==> config.mk <==
export PLATFORM = sky130hd
export DESIGN_NAME = acsi_core
export DESIGN_NICKNAME = d
export VERILOG_FILES = /design/src/verilog/acsi_pkg.sv /design/src/verilog/acsi_conv_timer.sv /design/src/verilog/acsi_core.sv /design/src/verilog/acsi_sync.sv
export SDC_FILE = /design/constraint.sdc
export NUM_CORES = 1
export LEC_CHECK = 0
export ABC_AREA = 0
export BUFFER_PORTS_ARGS = -buffer_cell sky130_fd_sc_hd__buf_2
export CAP_MARGIN = 20
export CORE_ASPECT_RATIO = 0.6
export CORE_MARGIN = 2
export CORE_UTILIZATION = 60
export CTS_CLUSTER_SIZE = 20
export DETAILED_ROUTE_END_ITERATION = 6
export GPL_ROUTABILITY_DRIVEN = 1
export HOLD_SLACK_MARGIN = 0.15
export PLACE_DENSITY = 0.87
export SLEW_MARGIN = 20
export SYNTH_ARGS = -nofsm -noshare
export SYNTH_HDL_FRONTEND = slang
export SYNTH_SLANG_ARGS = --single-unit
==> constraint.sdc <==
create_clock -name core_clk_i -period 5.6 [get_ports core_clk_i]
set_input_delay 0.56 -clock core_clk_i [delete_from_list [all_inputs] [get_ports core_clk_i]]
set_output_delay 0.56 -clock core_clk_i [all_outputs]
set_load 0.02 [all_outputs]
==> src/verilog/acsi_pkg.sv <==
// Shared constants and carrier types for the converter serial interface.
// Assumes a 40 MHz core clock and an APB master with 32-bit data.
package acsi_pkg;
	localparam int          CLK_PERIOD_NS = 25;
	localparam int          CONV_TIME_NS  = 500;
	// Least time, so round up to whole cycles
	localparam int          CONV_CYCLES   = (CONV_TIME_NS + CLK_PERIOD_NS - 1) / CLK_PERIOD_NS;
	localparam int          WORD_BITS     = 16;
	localparam int          CHAIN_DELAY   = 16;
	localparam logic [7:0]  OFS_CTRL      = 8'h00;
	localparam logic [7:0]  OFS_STATUS    = 8'h04;
	localparam logic [7:0]  OFS_MASK      = 8'h08;
	localparam logic [7:0]  OFS_RESULT    = 8'h0C;
	localparam logic [7:0]  OFS_CFG       = 8'h10;
	localparam logic [7:0]  OFS_STATE     = 8'h14;
	localparam int          CTRL_EN_BIT   = 0;
	localparam int          CTRL_CFG_BIT  = 1;
	localparam logic [1:0]  CTRL_RESET    = 2'h1;
	localparam int          EV_CONV_BIT   = 0;
	localparam int          EV_CFG_BIT    = 1;
	localparam int          EV_READ_BIT   = 2;
	localparam logic [2:0]  EV_RESET      = 3'h0;
	localparam logic [2:0]  MASK_RESET    = 3'h0;
	localparam logic [15:0] WORD_RESET    = 16'h0000;

	typedef struct packed {
		logic start;
		logic sck;
		logic cfg_in;
	} acsi_pins_t;

	typedef struct packed {
		logic [2:0] readout;
		logic [2:0] cfg;
		logic [2:0] conv;
	} acsi_unused_t;
endpackage : acsi_pkg

==> src/verilog/acsi_conv_timer.sv <==
// Conversion timer running from the core clock, standing in for the internal oscillator.
// Assumes start is a one-cycle pulse from the same clock domain.
`timescale 1ns/100ps
module acsi_conv_timer
(
	input  wire logic core_clk_i,
	input  wire logic resetn_i,
	input  wire logic start_i,
	output logic      busy_o,
	output logic      done_o
);
	logic [7:0] cnt;

	// No serial clock needed while converting
	always_ff @(posedge core_clk_i or negedge resetn_i)
	begin
		if (!resetn_i)
		begin
			cnt    <= 8'h00;
			busy_o <= 1'b0;
			done_o <= 1'b0;
		end
		else
		begin
			done_o <= busy_o && (cnt == 8'h00);
			if (start_i && !busy_o)
			begin
				cnt    <= 8'(acsi_pkg::CONV_CYCLES - 1);
				busy_o <= 1'b1;
			end
			else if (busy_o)
			begin
				if (cnt == 8'h00)
					busy_o <= 1'b0;
				else
					cnt <= cnt - 8'h01;
			end
		end
	end

	conv_len_a: assert property (@(posedge core_clk_i) disable iff (!resetn_i)
		(start_i && !busy_o) |-> ##21 done_o)
		else $error("Conversion did not finish after 20 cycles");
endmodule : acsi_conv_timer

==> src/verilog/acsi_core.sv <==
// Serial interface of a 16-bit converter: mode latch, readout, chain and config write.
// Assumes pins arrive asynchronously, sample data comes from the core clock domain,
// and software reaches the registers over APB.
//
// How it works
// - Convert-start rising edge begins a conversion and latches the interface mode.
// - Select-gated mode drives the result output only while convert-start or config input is low.
// - Chain mode shifts result data while convert-start is high; host reads then.
// - Result output is shifted in step with the host serial clock.
// - Each serial clock cycle while selected and the busy indicator is clear shifts out the next result bit.
// - Config/chain input low at convert-start rise selects chain mode.
// - In chain mode the config/chain input feeds the shift chain.
// - In chain mode the input level reaches the output after 16 clock cycles.
// - Config/chain input high at convert-start rise selects select-gated mode.
// - Once a conversion has started, select-gated mode enables output while convert-start or config input is low.
// - In select-gated mode, either input low at conversion end enables the busy indicator.
// - With convert-start low, 16 config bits are sampled on serial clock rises.
// - Conversion runs from an internal clock, no serial clock needed.
//
// Design decisions made here: the register addresses and the APB slave port.
`timescale 1ns/100ps
module acsi_core
(
	input  wire logic        core_clk_i,
	input  wire logic        resetn_i,
	input  wire logic        convert_start_i,
	input  wire logic        shift_clk_i,
	input  wire logic        serial_config_chain_in_i,
	input  wire logic [15:0] sample_i,
	output logic             serial_result_out_o,
	output logic             serial_result_oe_o,
	output logic             irq_o,
	input  wire logic        psel_i,
	input  wire logic        penable_i,
	input  wire logic        pwrite_i,
	input  wire logic [7:0]  paddr_i,
	input  wire logic [31:0] pwdata_i,
	output logic [31:0]      prdata_o,
	output logic             pready_o,
	output logic             pslverr_o
);
	typedef enum logic [1:0] {
		ACSI_IDLE = 2'b00,
		ACSI_CONV = 2'b01,
		ACSI_READ = 2'b11
	} acsi_state_t;

	acsi_pkg::acsi_pins_t pins;
	acsi_state_t          state;
	logic                 start_q;
	logic                 sck_q;
	logic                 mode_chain;
	logic                 busy_ind;
	logic                 chain_cap;
	logic [15:0]          shreg;
	logic [4:0]           bit_cnt;
	logic [15:0]          cfg_shift;
	logic [4:0]           cfg_cnt;
	logic [15:0]          cfg_word;
	logic [15:0]          result;
	logic [1:0]           ctrl;
	logic [2:0]           status;
	logic [2:0]           mask;
	logic                 conv_busy;
	logic                 conv_done;

	acsi_sync #(.W(3)) u_sync
	(
		.core_clk_i (core_clk_i),
		.resetn_i   (resetn_i),
		.async_i    ({convert_start_i, shift_clk_i, serial_config_chain_in_i}),
		.sync_o     (pins)
	);

	wire start_rise = pins.start && !start_q;
	wire sck_rise   = pins.sck && !sck_q;
	wire sck_fall   = !pins.sck && sck_q;
	wire conv_go    = start_rise && ctrl[acsi_pkg::CTRL_EN_BIT] && !conv_busy;

	acsi_conv_timer u_timer
	(
		.core_clk_i (core_clk_i),
		.resetn_i   (resetn_i),
		.start_i    (conv_go),
		.busy_o     (conv_busy),
		.done_o     (conv_done)
	);

	// Enable terms per mode; reading and writing share the chain's timing
	wire cs_enable    = !mode_chain && (!pins.start || !pins.cfg_in);
	wire chain_enable = mode_chain && pins.start;
	wire selected     = (state == ACSI_READ) && (cs_enable || chain_enable);
	wire next_oe      = (state != ACSI_IDLE) && (cs_enable || chain_enable) &&
	                    !(mode_chain && state == ACSI_CONV);
	wire next_out     = next_oe && (busy_ind || (state == ACSI_READ && shreg[15]));
	wire shift_now    = selected && sck_fall && !busy_ind;
	wire read_last    = shift_now && (bit_cnt == 5'(acsi_pkg::WORD_BITS - 1));
	wire cfg_take     = ctrl[acsi_pkg::CTRL_CFG_BIT] && !pins.start && sck_rise && !conv_busy;
	wire cfg_last     = cfg_take && (cfg_cnt == 5'(acsi_pkg::WORD_BITS - 1));

	always_ff @(posedge core_clk_i or negedge resetn_i)
	begin
		if (!resetn_i)
		begin
			start_q <= 1'b0;
			sck_q <= 1'b0;
		end
		else
		begin
			start_q <= pins.start;
			sck_q <= pins.sck;
		end
	end

	// Mode is caught at the convert edge and kept until the next one
	always_ff @(posedge core_clk_i or negedge resetn_i)
	begin
		if (!resetn_i)
			mode_chain <= 1'b0;
		else if (conv_go)
			mode_chain <= !pins.cfg_in;
	end

	always_ff @(posedge core_clk_i or negedge resetn_i)
	begin
		if (!resetn_i)
			state <= ACSI_IDLE;
		else
		begin
			unique case (state)
				ACSI_IDLE: if (conv_go) state <= ACSI_CONV;
				ACSI_CONV: if (conv_done) state <= ACSI_READ;
				ACSI_READ: if (conv_go) state <= ACSI_CONV;
				// Unused code 2'b10 falls back to idle
				default:   state <= ACSI_IDLE;
			endcase
		end
	end

	// Busy indicator: high at completion in select-gated mode with either pin low, cleared by the first falling serial edge
	always_ff @(posedge core_clk_i or negedge resetn_i)
	begin
		if (!resetn_i)
			busy_ind <= 1'b0;
		else if (conv_done)
			busy_ind <= !mode_chain && (!pins.start || !pins.cfg_in);
		else if (sck_fall || conv_go)
			busy_ind <= 1'b0;
	end

	// Chain input sampled on the rise, moved in on the fall: 16 full cycles of delay
	always_ff @(posedge core_clk_i or negedge resetn_i)
	begin
		if (!resetn_i)
			chain_cap <= 1'b0;
		else if (sck_rise)
			chain_cap <= pins.cfg_in;
	end

	always_ff @(posedge core_clk_i or negedge resetn_i)
	begin
		if (!resetn_i)
		begin
			shreg   <= acsi_pkg::WORD_RESET;
			result  <= acsi_pkg::WORD_RESET;
			bit_cnt <= 5'h00;
		end
		else if (conv_done)
		begin
			shreg   <= sample_i;
			result  <= sample_i;
			bit_cnt <= 5'h00;
		end
		else if (shift_now)
		begin
			shreg   <= {shreg[14:0], mode_chain && chain_cap};
			bit_cnt <= read_last ? 5'h00 : bit_cnt + 5'h01;
		end
	end

	// Config word: a convert-start high aborts a partial word
	always_ff @(posedge core_clk_i or negedge resetn_i)
	begin
		if (!resetn_i)
		begin
			cfg_shift <= acsi_pkg::WORD_RESET;
			cfg_cnt   <= 5'h00;
			cfg_word  <= acsi_pkg::WORD_RESET;
		end
		else if (pins.start)
			cfg_cnt <= 5'h00;
		else if (cfg_take)
		begin
			cfg_shift <= {cfg_shift[14:0], pins.cfg_in};
			cfg_cnt   <= cfg_last ? 5'h00 : cfg_cnt + 5'h01;
			if (cfg_last)
				cfg_word <= {cfg_shift[14:0], pins.cfg_in};
		end
	end

	always_ff @(posedge core_clk_i or negedge resetn_i)
	begin
		if (!resetn_i)
		begin
			serial_result_oe_o  <= 1'b0;
			serial_result_out_o <= 1'b0;
		end
		else
		begin
			serial_result_oe_o  <= next_oe;
			serial_result_out_o <= next_out;
		end
	end

	// Register bus: one wait state, so every answer comes from a flop
	wire        acc      = psel_i && penable_i && !pready_o;
	// Writes land on the completion edge, where the master sees pready high
	wire        acc_end  = psel_i && penable_i && pready_o;
	wire        hit_ctrl = paddr_i == acsi_pkg::OFS_CTRL;
	wire        hit_stat = paddr_i == acsi_pkg::OFS_STATUS;
	wire        hit_mask = paddr_i == acsi_pkg::OFS_MASK;
	wire        hit_res  = paddr_i == acsi_pkg::OFS_RESULT;
	wire        hit_cfg  = paddr_i == acsi_pkg::OFS_CFG;
	wire        hit_st   = paddr_i == acsi_pkg::OFS_STATE;
	wire        mapped   = hit_ctrl || hit_stat || hit_mask || hit_res || hit_cfg || hit_st;
	wire        wr       = acc_end && pwrite_i && mapped;
	wire [2:0]  ev_set   = {read_last, cfg_last, conv_done};
	wire [2:0]  ev_clr   = (wr && hit_stat) ? pwdata_i[2:0] : 3'h0;
	// Set beats clear so no event is lost in the clearing cycle
	wire [2:0]  next_status = (status & ~ev_clr) | ev_set;
	wire [31:0] rd_data  =
		hit_ctrl ? {30'h0000_0000, ctrl} :
		hit_stat ? {29'h0000_0000, status} :
		hit_mask ? {29'h0000_0000, mask} :
		hit_res  ? {16'h0000, result} :
		hit_cfg  ? {16'h0000, cfg_word} :
		hit_st   ? {27'h000_0000, conv_busy, busy_ind, mode_chain, state} :
		32'h0000_0000;

	always_ff @(posedge core_clk_i or negedge resetn_i)
	begin
		if (!resetn_i)
		begin
			pready_o  <= 1'b0;
			pslverr_o <= 1'b0;
			prdata_o  <= 32'h0000_0000;
		end
		else
		begin
			pready_o  <= acc;
			pslverr_o <= acc && !mapped;
			prdata_o  <= (acc && !pwrite_i) ? rd_data : 32'h0000_0000;
		end
	end

	always_ff @(posedge core_clk_i or negedge resetn_i)
	begin
		if (!resetn_i)
		begin
			ctrl   <= acsi_pkg::CTRL_RESET;
			mask   <= acsi_pkg::MASK_RESET;
			status <= acsi_pkg::EV_RESET;
			irq_o  <= 1'b0;
		end
		else
		begin
			if (wr && hit_ctrl)
				ctrl <= pwdata_i[1:0];
			if (wr && hit_mask)
				mask <= pwdata_i[2:0];
			status <= next_status;
			irq_o  <= |(next_status & mask);
		end
	end

	mode_latch_a: assert property (@(posedge core_clk_i) disable iff (!resetn_i)
		conv_go |=> (mode_chain == !$past(pins.cfg_in)))
		else $error("Mode not latched from config input");
	conv_start_a: assert property (@(posedge core_clk_i) disable iff (!resetn_i)
		conv_go |=> (state == ACSI_CONV) ##21 (state == ACSI_READ))
		else $error("Convert edge did not run a conversion");
	cs_enable_a: assert property (@(posedge core_clk_i) disable iff (!resetn_i)
		(state == ACSI_READ && !mode_chain && !pins.start) |=> serial_result_oe_o)
		else $error("Select mode output not enabled");
	chain_enable_a: assert property (@(posedge core_clk_i) disable iff (!resetn_i)
		(mode_chain && !pins.start) |=> !serial_result_oe_o)
		else $error("Chain output driven with convert low");
	release_out_a: assert property (@(posedge core_clk_i) disable iff (!resetn_i)
		(!mode_chain && pins.start && pins.cfg_in) |=> (!serial_result_oe_o && !serial_result_out_o))
		else $error("Output active while released");
	busy_flag_a: assert property (@(posedge core_clk_i) disable iff (!resetn_i)
		(conv_done && !mode_chain && !pins.start) |=> busy_ind ##1 (serial_result_out_o || sck_fall))
		else $error("Busy indicator missing at completion");
	chain_shift_a: assert property (@(posedge core_clk_i) disable iff (!resetn_i)
		(shift_now && mode_chain) |=> (shreg[0] == $past(chain_cap) && shreg[15] == $past(shreg[14])))
		else $error("Chain shift lost a bit");
	cfg_word_a: assert property (@(posedge core_clk_i) disable iff (!resetn_i)
		cfg_last |=> (cfg_word[0] == $past(pins.cfg_in) && cfg_cnt == 5'h00))
		else $error("Config word not stored after 16 bits");
	status_sticky_a: assert property (@(posedge core_clk_i) disable iff (!resetn_i)
		conv_done |=> status[acsi_pkg::EV_CONV_BIT] ##1 irq_o == |(status & mask))
		else $error("Event lost or interrupt wrong");
endmodule : acsi_core

==> src/verilog/acsi_sync.sv <==
// Two-flop synchroniser for the pin inputs, one stage pair per bit.
// Assumes inputs are asynchronous levels from the pins.
`timescale 1ns/100ps
module acsi_sync
#(
	parameter int W = 3
)
(
	input  wire logic         core_clk_i,
	input  wire logic         resetn_i,
	input  wire logic [W-1:0] async_i,
	output logic      [W-1:0] sync_o
);
	logic [W-1:0] meta;

	genvar g;
	generate
		for (g = 0; g < W; g++)
		begin : g_bit
			// First stage is read only by the second
			always_ff @(posedge core_clk_i or negedge resetn_i)
			begin
				if (!resetn_i)
				begin
					meta[g]   <= 1'b0;
					sync_o[g] <= 1'b0;
				end
				else
				begin
					meta[g]   <= async_i[g];
					sync_o[g] <= meta[g];
				end
			end
		end
	endgenerate
endmodule : acsi_sync
* After elaboration in Yosys (flattened, before gate mapping)
Index checks and enable logic that the tools add are counted.
W data, S select, Z words.
** Storage, ports and cells
- Register bits after elaboration :: 125
- Output and inout port bits :: 37
** Operators by class
- Add/subtract/negate cells :: 3
- Equality and inequality tests :: 12
- Mux-type cells :: 27
- Bitwise logic cells :: 5
- Reductions and logical operators :: 68
** Operator list (number)
- $mux W16 :: 8
- $mux W5 :: 7
- $logic_and A1 B1 Y1 :: 33
- $mux W8 :: 3
- $eq A8 B4 Y1 const B :: 2
- $eq A8 B5 Y1 const B :: 2
- $logic_not A8 Y1 :: 2
- $logic_not A1 Y1 :: 12
- $add A5 B1 Y5 const B :: 2
- $eq A5 B4 Y1 const B :: 2
- $reduce_bool A2 Y1 :: 5
- $logic_or A1 B1 Y1 :: 9
- $eq A8 B3 Y1 const B :: 1
- $sub A8 B1 Y8 const B :: 1
- $and A3 B3 Y3 :: 2
- $reduce_and A2 Y1 :: 3
- $mux W1 :: 5
- $mux W2 :: 2
- $ne A2 B1 Y1 const B :: 2
- $pmux W2 S2 :: 1
- $mux W3 :: 1
- $not A3 Y3 :: 1
- $or A3 B3 Y3 :: 1
- $reduce_and A3 Y1 :: 1
- 7 further kinds :: 7

* Depth between registers and ports, before layout
Gate-level depths: netlist (run 1).
- Depth in word-level cells :: 14
- Depth in mapped cells :: 7

* By module
A second synthesis (run 1) with hierarchy kept.
** Unflattened totals
- Cells, all modules :: 486
- Area, all modules :: 5654.2 um^2
** By module, submodules not included
- acsi_core :: times used 1, cells an instance 423, area an instance 4921.0 um^2, sequential area each 2728.9 um^2
- acsi_conv_timer :: times used 1, cells an instance 57, area an instance 583.1 um^2, sequential area each 250.2 um^2
- acsi_sync :: times used 1, cells an instance 6, area an instance 150.1 um^2, sequential area each 150.1 um^2

* Worst setup path after synthesis (run 1)
Ideal clock, no wire load.
- Path type :: input -> register
- Start point :: in paddr_i[5]
- End point :: reg mask[0]
- Library setup time :: 0.125 ns
- Arrival time :: 2.022 ns
- Slack :: 3.453 ns
- Stages on the path :: 4
- Path through :: or3_4 > or2_4 > or4b_4 > mux2_4
** Between the ends
- Word-level cells in the longest chain between the ends :: 8
** Ends and longest elaborated chain
- start: declaration :: line acsi_core.sv:36 : input wire logic [7:0] paddr_i,
- $eq A8 B3 Y1 / $logic_not A8 Y1 (equally long branches) :: line acsi_core.sv:220, acsi_core.sv:219
- $logic_or A1 B1 Y1 (5 in a row) :: line acsi_core.sv:225 : wire mapped = hit_ctrl || hit_stat || hit_mask || hit_res || hit_cfg || hit_st;
- $logic_and A1 B1 Y1 :: line acsi_core.sv:226 : wire wr = acc_end && pwrite_i && mapped;
- $logic_and A1 B1 Y1 * :: line acsi_core.sv:269 : if (wr && hit_mask)
- end signal: assignment :: line acsi_core.sv:261 : mask <= acsi_pkg::MASK_RESET;
- end signal: assignment :: line acsi_core.sv:270 : mask <= pwdata_i[2:0];
- end: declaration :: line acsi_core.sv:63 : logic [2:0] mask;
Mark *: on every way between the ends. The rest lies on a longest branch, timed or not.
A chain may end at the register's enable or synchronous reset.

* Final worst setup path (run 1)
- Start point :: reg sck_q
- End point :: reg cfg_word[11]
** Between the ends
- Word-level cells in the longest chain between the ends :: 6
** Ends and longest elaborated chain
- start: declaration :: line acsi_core.sv:51 : logic sck_q;
- start signal: assignment :: line acsi_core.sv:111 : sck_q <= pins.sck;
- $logic_not A1 Y1 * :: line acsi_core.sv:76 : wire sck_rise = pins.sck && !sck_q;
- $logic_and A1 B1 Y1 * :: line acsi_core.sv:76
- $logic_and A1 B1 Y1 * (2 in a row) :: line acsi_core.sv:98 : wire cfg_take = ctrl[acsi_pkg::CTRL_CFG_BIT] && !pins.start && sck_rise && !conv_busy;
- $logic_and A1 B1 Y1 :: line acsi_core.sv:99 : wire cfg_last = cfg_take && (cfg_cnt == 5'(acsi_pkg::WORD_BITS - 1));
- $reduce_and A3 Y1 (no source line) *
- end signal: assignment :: line acsi_core.sv:188 : cfg_word <= acsi_pkg::WORD_RESET;
- end signal: assignment :: line acsi_core.sv:197 : cfg_word <= {cfg_shift[14:0], pins.cfg_in};
- end: declaration :: line acsi_core.sv:59 : logic [15:0] cfg_word;
Marks and branches as above.

==> results by group, run 1 <==
Place
  – Placed instance area: 5730 µm²
  – Post-detailed-placement half-perimeter wirelength: 7780 µm
  – Port bufs: 55
  – GPL Wtd Cong: 0.889

Power and ir drop
  – Combinational cell fraction of total power: 8.3%
  – Net switching fraction of the power: 23.9%
  – Power Density: 369 nW/µm²
  – Static Leakage: 3.11 nW
  – Proportion of power drawn by the clock network: 49.7%
  – Proportion of power drawn by flip-flops and latches: 42.0%
  – IR drop worst, VDD: 268 µV
  – Internal cell power: 1.79 mW
  – Power spent charging and discharging nets: 0.562 mW

Hold path
  – Min-delay worst type: primary input to flip-flop

Setup path
  – Maximum fanout along the worst path: 17
  – Largest stage delay on the critical path: 750 ps
  – Critical Path, Cell by Cell: nand2b_1, nor4b_4, buf_6, nand2_1, nor3_4, mux2_2
  – Worst-path cell with the longest stage delay: sky130_fd_sc_hd__nor3_4
  – WP buf/inv: 1
  – Reg-to-reg setup timing slack: 2700 ps
  – Capturing element type of the critical path: flip-flop
  – Startpoint types: flip-flop
  – Critical Path RT: 5900 ps
  – Kind of cell with the highest combined delay on the critical path: simple AND/OR/NAND/NOR gates
  – Arrival time of the worst setup path: 3200 ps
  – Type of the worst setup path: flip-flop to flip-flop

Logic synthesis
  – Number of storage elements in the synthesis netlist: 125
  – Sequential element share of the synthesized area: 57.6%
  – Number of library cell types mapped by synthesis: 54
  – Commonest register cell after synthesis: sky130_fd_sc_hd__dfrtp_1
  – Post-synthesis async set-or-reset flop share: 100%
  – Leading cell types by total area after synthesis: sky130_fd_sc_hd__dfrtp_1, sky130_fd_sc_hd__mux2_2, sky130_fd_sc_hd__o21ai_0, sky130_fd_sc_hd__mux2i_1, sky130_fd_sc_hd__nand2_1
  – Number of cells produced by synthesis: 473
  – Leading area contributor after synthesis: sky130_fd_sc_hd__dfrtp_1
  – Syn. warnings: 0
  – EDFF count, synth: 0
  – Average instance area after synthesis: 11.5 µm²
  – Area fraction of the dominant cell type after synthesis: 57.1%
  – Post-Syn Area: 5440 µm²

Global routing
  – Vias in the first global route: 3895
  – Number of antenna violations at the first check in global routing: 0
  – Largest net degree at the start of global routing: 72
  – Aggregate global routing overflow: 0
  – Global-route wire length before repair: 20400 µm
  – Overall fraction of global-route tracks in use: 27.8%

Detailed routing
  – DRC: 0
  – Post-DR vias/cell: 5.98
  – Total via count in the routed design: 3914
  – Detail Route Antenna Nets: 0
  – Number of iterations in the first detailed-routing pass: 5
  – Drt initial violations: 510
  – Wirelength, routed: 12900 µm
  – Routed length per instance: 19.8 µm

Clock network
  – Cts repair resizes: 0
  – H-tree depth: 4
  – Number of setup buffers added after CTS: 0
  – Clock tree from TritonCTS: yes
  – Clock Latency Late Sink: 420 ps
  – Clock sink count: 125
  – Number of buffers created by CTS: 17
  – Post-CTS Hold Fix Bufs: 0
  – Clock slew at the register clock pins of the worst setup and hold paths: 50 ps
  – Clock Tree Buf Depth: 2
  – Root cell of the clock tree: sky130_fd_sc_hd__clkbuf_16

STA
  – Final critical-path required period: 2900 ps
  – Endpoints failing hold: 0
  – Finish-stage setup viols: 0
  – Worst clock skew: 7.32 ps
  – Slew at the pin closest to its max-slew limit: 1070 ps
  – Setup TNS: 0 ps
  – Number of pins with negative max-slew slack in the final report: 0
  – Share of the clock period used by the worst path: 51.8%
  – Tightest slew margin relative to the limit: 28.7%
  – RSZ-0062 raised after global routing: false
  – Highest clock rate: 344 MHz

Layout
  – Fraction of layout cells with a size suffix above 1: 25.4%
  – Number of nets in the final layout: 603
  – Area Growth Syn to Fin: 17.3%
  – Flip-flop and latch area: 3130 µm²
  – Area of combinational cells with multiple inputs: 2070 µm²
  – Commonest non-fill, non-tap cell in the layout: sky130_fd_sc_hd__dfrtp_1
  – Antenna Diode Count: 0
  – Most frequent cells in the layout: sky130_fd_sc_hd__dfrtp_1, sky130_fd_sc_hd__buf_2, sky130_fd_sc_hd__o21ai_0
  – Count of filler cells inserted in the layout: 551
  – Cell area after layout: 6380 µm²

Floorplanning
  – Width of the die: 127 µm
  – Initial core utilization: 62.8%
  – I/O pin total: 101
  – Area of the core: 8650 µm²
  – Chip height: 77.7 µm
  – Die area: 9860 µm²
  – Placement Rows: 26

Flow run
  – Max-cap check violation count: 0

Run status
  – Outcome: finished, final reports clean
[worst register-to-register path, cell delays in order, from the launching register on]
cell and delay, ps:
sky130_fd_sc_hd__dfrtp_1 380, sky130_fd_sc_hd__nand2b_1 210, sky130_fd_sc_hd__nor4b_4 600, sky130_fd_sc_hd__buf_6 250, sky130_fd_sc_hd__nand2_1 160, sky130_fd_sc_hd__nor3_4 750
sky130_fd_sc_hd__mux2_2 430
[power groups by stage]
stage / Combinational, mW / Clock, mW / Sequential, mW
after floorplan: 0.124 / 0 / 0.998
after global placement: 0.174 / 0 / 0.997
after detailed placement: 0.188 / 0 / 1.00
after CTS: 0.193 / 1.17 / 0.987
after global routing: 0.219 / 1.22 / 0.992
final: 0.196 / 1.17 / 0.988
[flip-flops by register name, summed over array words and instances, names as in the netlist, 2 cells and up]
register / cells
u_sync.sync_o: 3
cfg_cnt: 5
cfg_word: 16
cfg_shift: 15
u_sync.meta: 3
u_timer.cnt: 8
ctrl: 2
bit_cnt: 5
result: 16
prdata_o: 16
state: 2
status: 3
shreg: 16
mask: 3
[cells by family after synthesis]
family                     count (synthesis)  synth area share, %
muxes                                     60                 12.2
buffers and inverters                     63                 5.73
xor gates and xnor gates                   5                0.806
adders and majority gates                  9                 2.07
DFF                                      125                 57.6
and+or+nand+nor                          124                 11.9
AOI/OAI and AO/OA                         86                 9.62
other                                      1               0.0690
[final cells by class]
class	count	area share (%)
Timing Repair Buffer	59	4.89
Clock inverter	11	2.57
Sequential cell	125	49.1
Clock buffer	21	7.22
Tap cell	112	2.20
Inverter	27	1.59
Multi-Input combinational cell	300	32.5
[cells in the mapped netlist (2+ instances only)]
| cell type | number |
|---|---|
| sky130_fd_sc_hd__dfrtp_1 | 124 |
| sky130_fd_sc_hd__o21ai_0 | 44 |
| sky130_fd_sc_hd__nand2_1 | 39 |
| sky130_fd_sc_hd__mux2_2 | 38 |
| sky130_fd_sc_hd__inv_1 | 27 |
| sky130_fd_sc_hd__nor2_1 | 27 |
| sky130_fd_sc_hd__mux2i_1 | 19 |
| sky130_fd_sc_hd__buf_4 | 16 |
| sky130_fd_sc_hd__a22oi_1 | 14 |
| sky130_fd_sc_hd__clkbuf_1 | 11 |
| sky130_fd_sc_hd__nand3_1 | 10 |
| sky130_fd_sc_hd__ha_1 | 9 |
| sky130_fd_sc_hd__a21oi_1 | 8 |
| sky130_fd_sc_hd__nor3_1 | 8 |
| sky130_fd_sc_hd__nand2b_1 | 7 |
| sky130_fd_sc_hd__buf_2 | 6 |
| sky130_fd_sc_hd__nand4_1 | 4 |
| sky130_fd_sc_hd__or3_1 | 4 |
| sky130_fd_sc_hd__a211oi_1 | 3 |
| sky130_fd_sc_hd__and2_1 | 3 |
| sky130_fd_sc_hd__mux2_4 | 3 |
| sky130_fd_sc_hd__nor2b_1 | 3 |
| sky130_fd_sc_hd__nor3b_1 | 3 |
| sky130_fd_sc_hd__nor4_1 | 3 |
| sky130_fd_sc_hd__xnor2_1 | 3 |
| sky130_fd_sc_hd__a31oi_1 | 2 |
| sky130_fd_sc_hd__buf_1 | 2 |
| sky130_fd_sc_hd__nor4b_2 | 2 |
| sky130_fd_sc_hd__o211ai_1 | 2 |
| sky130_fd_sc_hd__o22ai_1 | 2 |
| sky130_fd_sc_hd__o31ai_1 | 2 |
| sky130_fd_sc_hd__or4_1 | 2 |
| sky130_fd_sc_hd__xor2_1 | 2 |
[worst paths after layout]
path | startpoint | end | depth (start not counted)
setup / recovery | sck_q$_DFF_PN0_ | cfg_word[11]$_DFFE_PN0P_ | 6
hold / removal | convert_start_i | u_sync.meta[2]$_DFF_PN0_ | 1
setup reg to reg | sck_q$_DFF_PN0_ | cfg_word[11]$_DFFE_PN0P_ | 6
hold reg to reg | u_sync.meta[2]$_DFF_PN0_ | u_sync.sync_o[2]$_DFF_PN0_ | 0
max in group asynchronous | resetn_i | shreg[10]$_DFFE_PN0P_ | 2
min in group asynchronous | resetn_i | u_timer.cnt[2]$_DFFE_PN0P_ | 1
[per-layer routing]
| metal | track usage [%] | routed length, µm | up-vias |
|---|---|---|---|
| met1 | 37.4 | 5450 | 1952 |
| met4 | 10.3 | 291 | 0 |
| met5 | 0 | 0 | - |
| li1 | - | - | 1744 |
| met2 | 43.7 | 6280 | 184 |
| met3 | 7.72 | 928 | 34 |
[stage by stage]
step	power, mW	setup slack [ps]	utilization [%]	hold WS [ps]	instances
6_report	2.35	2700	73.7	249	655
5_1_grt	2.43	2530	73.7	237	655
4_1_cts	2.35	2280	73.5	241	654
3_5_place_dp	1.19	2310	66.2	335	622
3_3_place_gp	1.17	2490	66.2	336	622
2_1_floorplan	1.12	3450	-	264	488
(Power assumes the default switching activity.)
==> run 2: changes to the inputs <==
- CORE_UTILIZATION: 60 -> 55
- PLACE_DENSITY: 0.87 -> 0.81
- clock period: 5.6 -> 2.7 ns (I/O delays scaled with it)
==> results by group, run 2 (synthesized netlist as in run 1, its figures left out) <==
Clock network
  – Number of setup buffers added after CTS: 0
  – Clock slew at the register clock pins of the worst setup and hold paths: 60 ps
  – Clock Tree Buf Depth: 2
  – Number of buffers created by CTS: 17
  – Root cell of the clock tree: sky130_fd_sc_hd__clkbuf_16
  – Clock Latency Late Sink: 420 ps
  – Clock tree from TritonCTS: yes
  – H-tree depth: 4
  – Clock sink count: 125

STA
  – Number of pins with negative max-slew slack in the final report: 0
  – Highest clock rate: 448 MHz
  – Final critical-path required period: 2230 ps
  – Worst clock skew: 9.94 ps
  – Setup TNS: 0 ps
  – Finish-stage setup viols: 0
  – Share of the clock period used by the worst path: 82.7%
  – RSZ-0062 raised after global routing: false
  – Endpoints failing hold: 0
  – Smallest hold slack: 224 ps
  – Tightest slew margin relative to the limit: 59.2%
  – Slew at the pin closest to its max-slew limit: 611 ps

Floorplanning
  – I/O pin total: 101
  – Die area: 10700 µm²
  – Area of the core: 9740 µm²
  – Placement Rows: 28
  – Initial core utilization: 55.8%
  – Chip height: 81.0 µm
  – Width of the die: 132 µm

Power and ir drop
  – Static Leakage: 3.23 nW
  – IR drop worst, VDD: 581 µV
  – Power Density: 729 nW/µm²
  – Post-route total power: 4.88 mW

Setup path
  – Critical Path RT: 3000 ps
  – Startpoint types: flip-flop
  – Arrival time of the worst setup path: 2530 ps
  – Capturing element type of the critical path: flip-flop
  – Origin of the critical flop-to-flop path: u_sync.sync_o[2]$_DFF_PN0_
  – Crit path launch: u_sync.sync_o[2]$_DFF_PN0_
  – Worst Reg2Reg Path Length in Cells: 5
  – Type of the worst setup path: flip-flop to flip-flop
  – Maximum fanout along the worst path: 10

Hold path
  – Startpoint of the worst hold path: paddr_i[4]
  – Hold depth: 3
  – Min-delay worst type: primary input to flip-flop

Global routing
  – Largest net degree at the start of global routing: 58
  – Number of antenna violations at the first check in global routing: 0
  – Overall fraction of global-route tracks in use: 25.3%
  – Aggregate global routing overflow: 0
  – Global-route wire length before repair: 20500 µm
  – Vias in the first global route: 3972

Place
  – Post-detailed-placement half-perimeter wirelength: 7810 µm
  – Port bufs: 55
  – GPL Wtd Cong: 0.842
  – Placed instance area: 5830 µm²

Layout
  – Fin util: 68.8%
  – Number of nets in the final layout: 634
  – Count of filler cells inserted in the layout: 654
  – Area Growth Syn to Fin: 23.2%
  – Fraction of layout cells with a size suffix above 1: 25.1%
  – Cell area after layout: 6700 µm²
  – Most frequent cells in the layout: sky130_fd_sc_hd__dfrtp_1, sky130_fd_sc_hd__buf_2, sky130_fd_sc_hd__o21ai_0
  – Commonest non-fill, non-tap cell in the layout: sky130_fd_sc_hd__dfrtp_1
  – Antenna Diode Count: 0

Detailed routing
  – DRC: 0
  – Drt initial violations: 355
  – Wirelength, routed: 12700 µm
  – Detail Route Antenna Nets: 0
  – Number of iterations in the first detailed-routing pass: 5
  – Routed length per instance: 17.9 µm
  – Total via count in the routed design: 4000
  – Post-DR vias/cell: 5.64

Run status
  – Outcome: finished, final reports clean

Flow run
  – Max-cap check violation count: 0
-- run 2: cell count changes in the layout (fill, tap and decap cells not counted), sizes merged --
| cell | delta |
|---|---|
| dlygate4sd3 | +25 |
| buf | +6 |
| clkinvlp | +2 |
| clkbuf | -2 |
| clkinv | -1 |
| inv | +1 |
-- run 2: final timing paths --
check	endpoint	slack, ps
setup / recovery	cfg_word[14]$_DFFE_PN0P_	470
hold / removal	pslverr_o$_DFF_PN0_	220
setup reg to reg	cfg_word[14]$_DFFE_PN0P_	470
hold reg to reg	u_sync.sync_o[0]$_DFF_PN0_	340
max in group asynchronous	ctrl[0]$_DFFE_PN1P_	1500
min in group asynchronous	cfg_word[2]$_DFFE_PN0P_	420
-- run 2: cell type report --
cell class / count / area [µm²] / share of cell area (%)
repair buffers: 90 / 616 / 9.19
well taps: 135 / 169 / 2.52
inverters: 27 / 101 / 1.51
clock buffers: 19 / 433 / 6.46
flip-flops and latches: 125 / 3130 / 46.7
clock inverters: 13 / 190 / 2.84
multi-input cells: 300 / 2060 / 30.8
-- run 2: stage by stage --
stage / worst slack [ps] / instances
after detailed placement: 488 / 652
after CTS: 476 / 709
after global routing: 356 / 709
after global placement: 550 / 652
after floorplan: 731 / 488
final: 468 / 709
-- run 2: worst max-delay path: stages (launching register included) --
cell                      delay, ps
sky130_fd_sc_hd__dfrtp_1        530
sky130_fd_sc_hd__nor4b_4        350
sky130_fd_sc_hd__nand2_1        190
sky130_fd_sc_hd__nor3_4         420
sky130_fd_sc_hd__buf_4          270
sky130_fd_sc_hd__mux2_2         360
-- run 2: where the power goes --
group	switching, mW	internal (mW)	total, mW
registers	0.0802	1.97	2.05
logic	0.247	0.181	0.428
clock network	0.859	1.55	2.41
-- run 2: metal layers --
layer	routed length, µm	vias to the layer above	share of wire (%)	global-route usage (%)
met4	373	0	2.9	12.6
met2	6060	190	48	39.9
met5	0	-	0	0
li1	-	1789	-	-
met1	5390	1979	42	33.2
met3	890	42	7.0	6.74
-- run 2: timing repair --
| action | in CTS | in global routing |
|---|---|---|
| gates resized for setup | 0 | 0 |
| hold endpoints to repair | 84 | 0 |
| hold buffers | 25 | 0 |
